**config.mk**
```make
export PLATFORM = sky130hd
export DESIGN_NAME = fan_pwm_tach_options
export DESIGN_NICKNAME = d
export VERILOG_FILES = /design/src/fan_pwm_opt_pkg.sv /design/src/fan_pwm_tach_options.sv
export SDC_FILE = /design/constraint.sdc
export NUM_CORES = 1
export LEC_CHECK = 0
export ABC_AREA = 0
export BUFFER_PORTS_ARGS = -buffer_cell sky130_fd_sc_hd__buf_2
export CAP_MARGIN = 20
export CORE_ASPECT_RATIO = 0.5
export CORE_MARGIN = 1
export CORE_UTILIZATION = 58
export CTS_BUF_LIST = sky130_fd_sc_hd__clkbuf_4
export CTS_CLUSTER_SIZE = 30
export DETAILED_ROUTE_END_ITERATION = 8
export PLACE_DENSITY_LB_ADDON = 0.25
export SYNTH_ARGS = -nofsm -noshare
export SYNTH_HDL_FRONTEND = slang
export SYNTH_SLANG_ARGS = --single-unit
export TNS_END_PERCENT = 10
```
**constraint.sdc**
```tcl
create_clock -name clock -period 3.5 [get_ports clock]
set_input_delay 0 -clock clock [delete_from_list [all_inputs] [get_ports clock]]
set_output_delay 0 -clock clock [all_outputs]
set_load 0.01 [all_outputs]
```
**src/fan_pwm_opt_pkg.sv**
```systemverilog
// Constants, register map and state codes for the fan PWM and tach option block
// What this block does
// - Lock bit freezes the three option registers
// - Update field: 1 s, 0.5 s, 300 ms
// - Zero duty: snap off, or ramp down
// - Guard after PWM rise: 63/32/16/8 oscillator clocks
// - Opportunistic mode refreshes on every valid reading
// - Opportunistic valid reading restarts update counter
// - Glitch bit: deglitch tach after synchronising
// - Sync bit clear: leave spin-up at once
// - Sync bit set: leave spin-up at period start
// - Rollover bit: mode 1 rolls at 0080h/FFFFh
// - Scale bit set: 256-count full-resolution duty
// - Mode 2 measures only while PWM high
package fan_pwm_opt_pkg;
  // Register addresses
  localparam logic [7:0] OPT_CH1_ADDR = 8'h94; // Channel 1 options
  localparam logic [7:0] OPT_CH2_ADDR = 8'h95; // Channel 2 options
  localparam logic [7:0] OPT_CH3_ADDR = 8'h96; // Channel 3 options
  localparam logic [7:0] TEST_ADDR = 8'h97; // Test/control register
  // Reset values
  localparam logic [7:0] OPT_RESET = 8'h0C; // Snap on, guard 32
  localparam logic [7:0] TEST_RESET = 8'hF1; // Glitch, rollover, scale set
  localparam logic [7:0] OPT_USED_MASK = 8'h3F; // Reserved bits read zero
  // Option field positions
  localparam int OPT_UPDT_LO = 0;
  localparam int OPT_SNAP = 2;
  localparam int OPT_GRD_LO = 3;
  localparam int OPT_OPP = 5;
  // Test register field positions
  localparam int TEST_GLITCH = 0;
  localparam int TEST_SYNC_BASE = 1;
  localparam int TEST_TACH_ROLLOVER_SELECT = 4;
  localparam int TEST_SCALE_BASE = 5;
  // Clocks
  localparam int CLOCK_HZ = 25_000_000;
  localparam int OSC_HZ = 90_000;
  localparam int OSC_DIV_CYCLES = CLOCK_HZ / OSC_HZ; // Clocks per oscillator tick
  // Update periods in ms and in oscillator ticks
  localparam int UPD_SLOW_MS = 1000;
  localparam int UPD_MID_MS = 500;
  localparam int UPD_FAST_MS = 300;
  localparam int UPD_SLOW_TICKS = UPD_SLOW_MS * (OSC_HZ / 1000);
  localparam int UPD_MID_TICKS = UPD_MID_MS * (OSC_HZ / 1000);
  localparam int UPD_FAST_TICKS = UPD_FAST_MS * (OSC_HZ / 1000);
  // Guard times in oscillator clocks
  localparam logic [5:0] GUARD_00 = 6'd63;
  localparam logic [5:0] GUARD_01 = 6'd32;
  localparam logic [5:0] GUARD_10 = 6'd16;
  localparam logic [5:0] GUARD_11 = 6'd8;
  // Tach rollover values
  localparam logic [15:0] ROLL_SMALL = 16'h0080;
  localparam logic [15:0] ROLL_LARGE = 16'hFFFF;
  // Spin-up states
  typedef enum logic [2:0] {
    SPIN_RUN = 3'b001,
    SPIN_ACTIVE = 3'b010,
    SPIN_WAIT = 3'b100
  } spin_e;
endpackage

```
**src/fan_pwm_tach_options.sv**
```systemverilog
// Three-channel fan PWM driver with tach measurement and option registers
`timescale 1ns/100ps
module fan_pwm_tach_options #(
  parameter int UPD_SLOW_TICKS = fan_pwm_opt_pkg::UPD_SLOW_TICKS,
  parameter int UPD_MID_TICKS = fan_pwm_opt_pkg::UPD_MID_TICKS,
  parameter int UPD_FAST_TICKS = fan_pwm_opt_pkg::UPD_FAST_TICKS
) (
  // Clock and reset
  input wire logic clock,
  input wire logic resetn,
  // Register port
  input wire logic [7:0] regAddr,
  input wire logic regWrite,
  input wire logic [7:0] regWdata,
  output logic [7:0] regRdata,
  input wire logic configLock,
  // Per-channel controls
  input wire logic [7:0] dutyCh1,
  input wire logic [7:0] dutyCh2,
  input wire logic [7:0] dutyCh3,
  input wire logic [2:0] pwmTick,
  input wire logic [2:0] rampTick,
  input wire logic [2:0] spinupReq,
  input wire logic [2:0] tachMode2,
  // Fan pins
  input wire logic [2:0] tachIn,
  output logic [2:0] pwmOut,
  // Tach readings
  output logic [15:0] tachReadingCh1,
  output logic [15:0] tachReadingCh2,
  output logic [15:0] tachReadingCh3
);
  // Address of a channel's option register
  function automatic logic [7:0] optAddr(input int ch);
    case (ch)
      0: optAddr = fan_pwm_opt_pkg::OPT_CH1_ADDR;
      1: optAddr = fan_pwm_opt_pkg::OPT_CH2_ADDR;
      default: optAddr = fan_pwm_opt_pkg::OPT_CH3_ADDR;
    endcase
  endfunction

  logic [7:0] test_q; // Shared test/control register
  logic [7:0] opt_q [3]; // Per-channel option registers
  logic [15:0] reading_q [3]; // Published tach readings
  logic [7:0] regRdata_q; // Registered read data
  logic [8:0] oscCnt_q; // Oscillator divider
  logic oscTick; // One-cycle 90 kHz tick
  logic [7:0] dutyIn [3];
  wire testWr = regWrite && (regAddr == fan_pwm_opt_pkg::TEST_ADDR);
  wire glitchSel = test_q[fan_pwm_opt_pkg::TEST_GLITCH];
  wire [15:0] rollVal = test_q[fan_pwm_opt_pkg::TEST_TACH_ROLLOVER_SELECT] ?
      fan_pwm_opt_pkg::ROLL_LARGE : fan_pwm_opt_pkg::ROLL_SMALL;

  assign dutyIn[0] = dutyCh1;
  assign dutyIn[1] = dutyCh2;
  assign dutyIn[2] = dutyCh3;
  assign oscTick = (oscCnt_q == 9'(fan_pwm_opt_pkg::OSC_DIV_CYCLES - 1));
  assign tachReadingCh1 = reading_q[0];
  assign tachReadingCh2 = reading_q[1];
  assign tachReadingCh3 = reading_q[2];
  assign regRdata = regRdata_q;

  // Oscillator divider: tach logic is timed by this tick
  always_ff @(posedge clock or negedge resetn) begin
    if (!resetn) begin
      oscCnt_q <= 9'h000;
    end else begin
      oscCnt_q <= oscTick ? 9'h000 : oscCnt_q + 9'h001;
    end
  end

  // Test register is never locked
  always_ff @(posedge clock or negedge resetn) begin
    if (!resetn) begin
      test_q <= fan_pwm_opt_pkg::TEST_RESET;
    end else if (testWr) begin
      test_q <= regWdata;
    end
  end

  // Read mux
  wire [7:0] rdMux =
      (regAddr == fan_pwm_opt_pkg::OPT_CH1_ADDR) ? opt_q[0] :
      (regAddr == fan_pwm_opt_pkg::OPT_CH2_ADDR) ? opt_q[1] :
      (regAddr == fan_pwm_opt_pkg::OPT_CH3_ADDR) ? opt_q[2] :
      (regAddr == fan_pwm_opt_pkg::TEST_ADDR) ? test_q : 8'h00;

  // Read data follows the address one cycle later
  always_ff @(posedge clock or negedge resetn) begin
    if (!resetn) begin
      regRdata_q <= 8'h00;
    end else begin
      regRdata_q <= rdMux;
    end
  end

  for (genvar i = 0; i < 3; i++) begin : gChan
    // Option fields
    wire optWr = regWrite && (regAddr == optAddr(i)) && !configLock;
    wire [1:0] updSel = opt_q[i][fan_pwm_opt_pkg::OPT_UPDT_LO +: 2];
    wire snapEn = opt_q[i][fan_pwm_opt_pkg::OPT_SNAP];
    wire [1:0] grdSel = opt_q[i][fan_pwm_opt_pkg::OPT_GRD_LO +: 2];
    wire oppEn = opt_q[i][fan_pwm_opt_pkg::OPT_OPP];
    wire syncExit = test_q[fan_pwm_opt_pkg::TEST_SYNC_BASE + i];
    wire scale256 = test_q[fan_pwm_opt_pkg::TEST_SCALE_BASE + i];
    logic [7:0] cur_q; // Ramped duty actually driven
    logic [7:0] cnt_q; // PWM period counter
    logic pwm_q; // Registered PWM level
    fan_pwm_opt_pkg::spin_e spin_q; // Spin-up state
    logic [5:0] guard_q; // Guard countdown
    logic s1_q, s2_q, s3_q, clean_q; // Tach sampling chain
    logic [15:0] per_q; // Tach period counter
    logic haveEdge_q; // A first edge has been seen
    logic [15:0] pend_q; // Latest valid measurement
    logic pendValid_q; // Pending measurement present
    logic [16:0] upd_q; // Update timer

    // Option register write, blocked by lock
    always_ff @(posedge clock or negedge resetn) begin
      if (!resetn) begin
        opt_q[i] <= fan_pwm_opt_pkg::OPT_RESET;
      end else if (optWr) begin
        opt_q[i] <= regWdata & fan_pwm_opt_pkg::OPT_USED_MASK;
      end
    end

    // Period wrap: 256 or 64 counts
    wire wrap = scale256 ? (cnt_q == 8'hFF) : (cnt_q[5:0] == 6'h3F);
    wire periodStart = pwmTick[i] && wrap;
    wire cmpHigh = scale256 ? (cnt_q < cur_q) :
        ({2'b00, cnt_q[5:0]} < {2'b00, cur_q[7:2]});
    wire spinning = (spin_q != fan_pwm_opt_pkg::SPIN_RUN);
    wire pwmNext = spinning || cmpHigh;
    wire pwmRise = pwmNext && !pwm_q;

    // PWM counter and output
    always_ff @(posedge clock or negedge resetn) begin
      if (!resetn) begin
        cnt_q <= 8'h00;
        pwm_q <= 1'b0;
      end else begin
        pwm_q <= pwmNext;
        if (pwmTick[i]) begin
          cnt_q <= wrap ? 8'h00 : cnt_q + 8'h01;
        end
      end
    end

    // Duty ramp with optional snap to zero
    always_ff @(posedge clock or negedge resetn) begin
      if (!resetn) begin
        cur_q <= 8'h00;
      end else if (dutyIn[i] == 8'h00 && snapEn) begin
        cur_q <= 8'h00;
      end else if (rampTick[i] && cur_q > dutyIn[i]) begin
        cur_q <= cur_q - 8'h01;
      end else if (rampTick[i] && cur_q < dutyIn[i]) begin
        cur_q <= cur_q + 8'h01;
      end
    end

    // Spin-up exit, immediate or at next period start
    always_ff @(posedge clock or negedge resetn) begin
      if (!resetn) begin
        spin_q <= fan_pwm_opt_pkg::SPIN_RUN;
      end else begin
        unique case (spin_q)
          fan_pwm_opt_pkg::SPIN_RUN: begin
            if (spinupReq[i]) spin_q <= fan_pwm_opt_pkg::SPIN_ACTIVE;
          end
          fan_pwm_opt_pkg::SPIN_ACTIVE: begin
            if (!spinupReq[i] && !syncExit) begin
              spin_q <= fan_pwm_opt_pkg::SPIN_RUN;
            end else if (!spinupReq[i]) begin
              spin_q <= fan_pwm_opt_pkg::SPIN_WAIT;
            end
          end
          fan_pwm_opt_pkg::SPIN_WAIT: begin
            if (spinupReq[i]) spin_q <= fan_pwm_opt_pkg::SPIN_ACTIVE;
            else if (periodStart) spin_q <= fan_pwm_opt_pkg::SPIN_RUN;
          end
          default: spin_q <= fan_pwm_opt_pkg::SPIN_RUN;
        endcase
      end
    end

    // Guard length from selector
    wire [5:0] guardLen = (grdSel == 2'b00) ? fan_pwm_opt_pkg::GUARD_00 :
        (grdSel == 2'b01) ? fan_pwm_opt_pkg::GUARD_01 :
        (grdSel == 2'b10) ? fan_pwm_opt_pkg::GUARD_10 : fan_pwm_opt_pkg::GUARD_11;

    // Guard countdown restarts on each PWM rise
    always_ff @(posedge clock or negedge resetn) begin
      if (!resetn) begin
        guard_q <= 6'h00;
      end else if (pwmRise) begin
        guard_q <= guardLen;
      end else if (oscTick && guard_q != 6'h00) begin
        guard_q <= guard_q - 6'h01;
      end
    end

    // Tach conditioning on the oscillator tick
    wire cleanNext = glitchSel ? ((s2_q == s3_q) ? s3_q : clean_q) : s3_q;
    wire tachRise = oscTick && cleanNext && !clean_q;
    wire measureOk = !tachMode2[i] || (pwm_q && guard_q == 6'h00);
    wire gotValid = tachRise && haveEdge_q && measureOk;

    always_ff @(posedge clock or negedge resetn) begin
      if (!resetn) begin
        // Idle high like the pulled-up pin, so reset makes no false rise
        s1_q <= 1'b1;
        s2_q <= 1'b1;
        s3_q <= 1'b1;
        clean_q <= 1'b1;
      end else if (oscTick) begin
        s1_q <= tachIn[i];
        s2_q <= s1_q;
        s3_q <= s2_q;
        clean_q <= cleanNext;
      end
    end

    // Period measurement between tach rises
    always_ff @(posedge clock or negedge resetn) begin
      if (!resetn) begin
        per_q <= 16'h0000;
        haveEdge_q <= 1'b0;
      end else if (oscTick && !measureOk) begin
        per_q <= 16'h0000;
        haveEdge_q <= 1'b0;
      end else if (tachRise) begin
        per_q <= 16'h0000;
        haveEdge_q <= 1'b1;
      end else if (oscTick && per_q < rollVal) begin
        per_q <= per_q + 16'h0001;
      end
    end

    // Update period selection
    wire [16:0] updLimit = (updSel == 2'b00) ? 17'(UPD_SLOW_TICKS - 1) :
        (updSel == 2'b01) ? 17'(UPD_MID_TICKS - 1) : 17'(UPD_FAST_TICKS - 1);
    wire updDue = oscTick && (upd_q >= updLimit);
    wire oppHit = oppEn && gotValid;

    // Update timer and reading publish
    always_ff @(posedge clock or negedge resetn) begin
      if (!resetn) begin
        upd_q <= 17'h00000;
        pend_q <= 16'h0000;
        pendValid_q <= 1'b0;
        reading_q[i] <= 16'h0000;
      end else begin
        if (oppHit) begin
          upd_q <= 17'h00000;
          reading_q[i] <= per_q;
          pendValid_q <= 1'b0;
        end else if (updDue) begin
          upd_q <= 17'h00000;
          // A reading landing on the update edge is kept, not lost
          pendValid_q <= gotValid;
          if (gotValid) pend_q <= per_q;
          if (pendValid_q) reading_q[i] <= pend_q;
          else if (per_q == rollVal) reading_q[i] <= rollVal;
        end else begin
          if (oscTick) upd_q <= upd_q + 17'h00001;
          if (gotValid) begin
            pend_q <= per_q;
            pendValid_q <= 1'b1;
          end
        end
      end
    end

    assign pwmOut[i] = pwm_q;
  end
endmodule

```
[Word-level counts from Yosys, hierarchy flattened]
Index checks and enable logic that the tools add are counted.
Storage, ports and cells
  register bits: 334
  word-level logic and storage cells: 380
  input bits: 59
Operators by class
  add/sub/neg operators: 19
  bitwise logic cells: 3
  equality and inequality tests: 47
  multiplexer cells: 114
  reductions and logical operators: 128
  magnitude comparators: 18
Operator list (number)
  16-bit two-way mux: 25
  17-bit two-way mux: 12
  8-bit two-way mux: 16
  6-bit two-way mux: 12
  8-bit == test, second input constant: 7
  1-bit logical AND: 55
  17-bit by 1-bit adder with 17-bit output, second input constant: 3
  17-bit greater-or-equal comparator: 3
  16-bit by 1-bit adder with 16-bit output, second input constant: 3
  8-bit by 1-bit adder with 8-bit output, second input constant: 6
  16-bit == test: 3
  16-bit < comparator: 3
  8-bit < comparator: 6
  3-bit two-way mux: 15
  3-bit nonzero test: 15
  1-bit two-way mux: 27
  3-bit one-hot mux with 3 select lines: 3
  8-bit > comparator: 3
  8-bit logical NOT: 3
  8-bit by 1-bit subtractor with 8-bit output, second input constant: 3
  1-bit logical NOT: 19
  6-bit == test, second input constant: 3
  6-bit logical NOT: 3
  6-bit < comparator: 3
  21 further kinds: 78

[Longest topological paths before layout]
  depth in word-level cells: 10
  gate-level depth with buffers: 13

[Least setup slack after synthesis]
Ideal clock, no wire load.
  kind: reg-to-reg
  start: register test_q[4]
  end: register gChan[0].per_q[3]
  required time: 3.359 ns
  arrival time: 3.234 ns
  setup time: 0.141 ns
  stages on the path, launching flop included: 10
  slack: 0.125 ns
  buffers on the path: 1
  clock period less this slack: 3.375 ns
  cell sequence: dfstp_2 -> inv_1 -> ha_1 -> nor2b_1 -> o211ai_1 -> a2111oi_0 -> or3_1 -> clkbuf_1 -> xor2_1 -> nor2_1
On the way
  word-level cells in the longest chain between the ends: 4
RTL lines
  start, declared: line fan_pwm_tach_options.sv:42  | logic [7:0] test_q;
  start signal, assigned: line fan_pwm_tach_options.sv:75  | test_q <= fan_pwm_opt_pkg::TEST_RESET;
  start signal, assigned: line fan_pwm_tach_options.sv:77  | test_q <= regWdata;
  16-bit two-way mux: line fan_pwm_tach_options.sv:51  | wire [15:0] rollVal = test_q[fan_pwm_opt_pkg::TEST_TACH_ROLLOVER_SELECT] ?
  16-bit < comparator: line fan_pwm_tach_options.sv:235  | end else if (oscTick && per_q < rollVal) begin
  1-bit logical AND: line fan_pwm_tach_options.sv:235
  3-bit nonzero test (no source line)
  end signal, assigned: line fan_pwm_tach_options.sv:236  | per_q <= per_q + 16'h0001;
  end, declared: line fan_pwm_tach_options.sv:112  | logic [15:0] per_q;
Every way passes these cells.
A chain may end at the register's enable or synchronous reset.

[Worst setup path in the final report]
  start: register gChan[0].cur_q[1]
  end: register gChan[0].cur_q[7]
On the way
  word-level cells in the longest chain between the ends: 4
RTL lines
  start, declared: line fan_pwm_tach_options.sv:106  | logic [7:0] cur_q;
  start signal, assigned: line fan_pwm_tach_options.sv:156  | cur_q <= cur_q - 8'h01;
  start signal, assigned: line fan_pwm_tach_options.sv:158  | cur_q <= cur_q + 8'h01;
  8-bit by 1-bit adder with 8-bit output or 8-bit > comparator (tied branches): line fan_pwm_tach_options.sv:158, fan_pwm_tach_options.sv:155
  8-bit two-way mux or 1-bit logical AND (tied branches): line fan_pwm_tach_options.sv:157, fan_pwm_tach_options.sv:155
  8-bit two-way mux: line fan_pwm_tach_options.sv:155  | end else if (rampTick[i] && cur_q > dutyIn[i]) begin
  8-bit two-way mux: line fan_pwm_tach_options.sv:153  | end else if (dutyIn[i] == 8'h00 && snapEn) begin
Several ways; a longest one is shown, not always the timed one. The select of a mux whose other input is x is not followed.

==> flow_summary.ini <==
[timing]
final.setup_skew_ns = 0.04592
worst_pin_slew_ns = 0.9768
slew_violations = 0
fin_crit_ns = 3.346
timing.fmax_mhz = 298.8
min_period_over_period_pct = 95.61
finalHoldViolCount = 0
holdWs_ns = 0.06455
rsz0062_at_grt = true
setup_violations = 0
fin_ws_ns = 0.1535
slew_headroom_pct = 34.88

[hold_path]
hold_class = in2reg

[clock_tree]
clkLatencyLatePin_ns = 0.77
cts_tree = built
h-tree-depth = 3
cts_buffer_depth = 3
clock-sinks = 334
post_cts_buffers = 0
numCtsBuffers = 81
cts.clk_slew.worst_paths_ns = 0.07
cts_root_buf = clkbuf_4

[layout]
final_nets = 2628
final_area_um2 = 23630
multiInputGateArea_um2 = 11400
synthToLayoutAreaGrowth_pct = 14.86
final_cell_mix = 308 x dfrtp_1, 185 x ha_1, 169 x nand2_1
n_fill_cell = 2777
finish.utilization_pct = 68.06
final_common_cell = dfrtp_1
seq_area_um2 = 8391
final_layout_size_suffix_gt1_share_pct = 19.32

[yosys]
ys.flop_type = dfrtp_1
synth_top_area_cell = dfrtp_1
synthTopCellsByArea = dfrtp_1 37%, ha_1 11%, mux2_2 4.5%, dfstp_2 3.3%, o21ai_0 3.2%
async_flop_share_pct = 100.0
syn_avg_cell_area_um2 = 9.680
ys_ff_latch = 334
synth_top_area_share_pct = 37.47
syn_inst = 2125
synth.yosys.warnings = 0
netlist_area_um2 = 20570
synth-edff-count = 0
synth_cell_types = 85
syn_nets = 2372
seq_area_frac_synth_pct = 40.79

[floorplan]
start_util_pct = 59.26
dieHeight_um = 135.2
fp.dieW_um = 268.3
ioPinCount = 118
placementRows = 48
design.die.area_um2 = 36270
core_area_um2 = 34710

[worst_setup_path]
cp_cell_sequence = ha_1, nor2b_1, o211ai_1, a21o_1, a21oi_1, buf_4, ha_1, a21oi_1, o211ai_1, o41ai_2, a211oi_1, or4_1, a21oi_1
critical_path.startpoint_type = flop
cp.arrival_ns = 4.00
crit_fanout = 7
end_kind = flop
crit_family = compound AO/OA/AOI/OAI gates
crit_top_cell = a21oi_1
crit_buf_inv = 1
required_ns = 4.16
critical-path-slowest-cell = or4_1
path_class = reg2reg
max_stage_delay_ns = 0.48

[detailed_routing]
wl_um = 49710
drtPass1Iterations = 6
dr.first_iter.drc_count = 1117
postRouteAntennaNets = 0
drcViolationCount = 0
wl_per_cell_um = 17.06
vias_per_cell = 5.922
vias = 17260

[place]
port-buffer-count = 117
dpl.hpwl_um = 34440
place_ws_ns = 0.1252
place_congestion = 0.8599
dpl_cell_area_um2 = 21950

[global_route]
grt_use_total_pct = 28.45
grt_first_pass_wirelength_um = 83870
antenna_found_initial = 1
use_met1_pct = 39.16
met2_usage_pct = 45.88
grt_busiest_layer = met2
grt_use_met3_pct = 5.271
grt_start_max_net_pins = 88
grt_remaining_overflow = 0
grt_pass1_vias = 17010

[power]
power.leakage_uw = 0.01115
max-vdd-ir-drop_mv = 0.3848
power_uw = 11190
powerDensity_nw_per_um2 = 473.8

[flow_run]
cap_violations = 0

[status]
status = complete, no violations
[area by class of cell]
cell class,instances,area share (%)
multi-input cells,1584,48.26
flip-flops and latches,334,35.51
repair buffers,239,7.234
clock buffers,125,3.972
well taps,475,2.515
inverters,141,2.240
clock inverters,15,0.2542
diodes,1,0.01059
[synth_stat cells (all sizes together), types with 27 or more instances]
| master | n |
|---|---|
| dfrtp | 308 |
| a21oi | 106 |
| nor2b | 28 |
| nand2b | 33 |
| a21o | 35 |
| nand3 | 84 |
| nor2 | 148 |
| nor3 | 47 |
| nand2 | 170 |
| or3 | 27 |
| and3 | 30 |
| a211oi | 30 |
| mux2 | 82 |
| inv | 141 |
| xnor2 | 38 |
| ha | 185 |
| mux2i | 43 |
| nand4 | 45 |
| clkbuf | 44 |
| o21ai | 134 |
[tightest hold or removal path, stage by stage]
cell	delay, ns
dlygate4sd3_1	0.52
buf_2	0.17
o21ai_0	0.08
[state kept, by name, indices dropped and copies added, names as in the netlist, 6 cells and up]
register,flops
gChan.spin_q,9
tachReadingCh2,16
tachReadingCh3,16
gChan.updSel,6
gChan.upd_q,51
oscCnt_q,9
regRdata,8
gChan.guard_q,18
gChan.cnt_q,24
test_q,8
gChan.per_q,48
gChan.grdSel,6
tachReadingCh1,16
gChan.cur_q,24
gChan.pend_q,48
[cells by family after synthesis]
group                    after synthesis  synth area share, %
AND/OR/NAND/NOR                      714                18.10
AO/OA/AOI/OAI                        490                15.77
flip-flops                           334                40.79
buffers and inverters                207                3.966
adder cells (fa/ha/maj)              188                11.55
multiplexers                         131                7.238
XOR/XNOR                              61                2.597
[repair_timing]
action	4_1_cts	5_1_grt
setup endpoints to repair	0	9
hold buffers	62	0
resized for setup	0	4
endpoints found under the hold margin	423	0
[final timing paths]
path / start / endpoint / slack (ns) / cells after the start
max in group asynchronous: resetn / test_q[4]$_DFFE_PN1P_ / 2.48 / 4
hold reg to reg: gChan[2].s1_q$_DFFE_PN1P_ / gChan[2].s1_q$_DFFE_PN1P_ / 0.46 / 2
min in group asynchronous: resetn / test_q[0]$_DFFE_PN1P_ / 0.48 / 3
setup / recovery: gChan[0].cur_q[1]$_DFFE_PN0P_ / gChan[0].cur_q[7]$_DFFE_PN0P_ / 0.15 / 13
hold / removal: pwmTick[2] / gChan[2].cnt_q[1]$_DFFE_PN0P_ / 0.06 / 3
setup reg to reg: gChan[0].cur_q[1]$_DFFE_PN0P_ / gChan[0].cur_q[7]$_DFFE_PN0P_ / 0.15 / 13
[stage by stage]
| step | cells | TNS [ns] |
|---|---|---|
| after global placement | 2707 | 0 |
| after detailed placement | 2709 | 0 |
| after global routing | 2914 | -0.1121 |
| after floorplan | 2125 | 0 |
| final | 2914 | 0 |
| after CTS | 2911 | 0 |
[metal layers]
| metal | wire length [um] | vias to the layer above | part of all wire, % |
|---|---|---|---|
| met5 | 0 | - | 0 |
| met4 | 998 | 0 | 2.0 |
| met3 | 2360 | 83 | 4.7 |
| met2 | 23240 | 408 | 47 |
| met1 | 23120 | 8400 | 47 |
| li1 | - | 8365 | - |
[report_power, final]
part / switching, uW / internal [uW]
combinational: 1770 / 1580
clock: 1590 / 1620
sequential: 445 / 4200
total: 3800 / 7390
No activity file was read; power rests on OpenSTA's default activity.
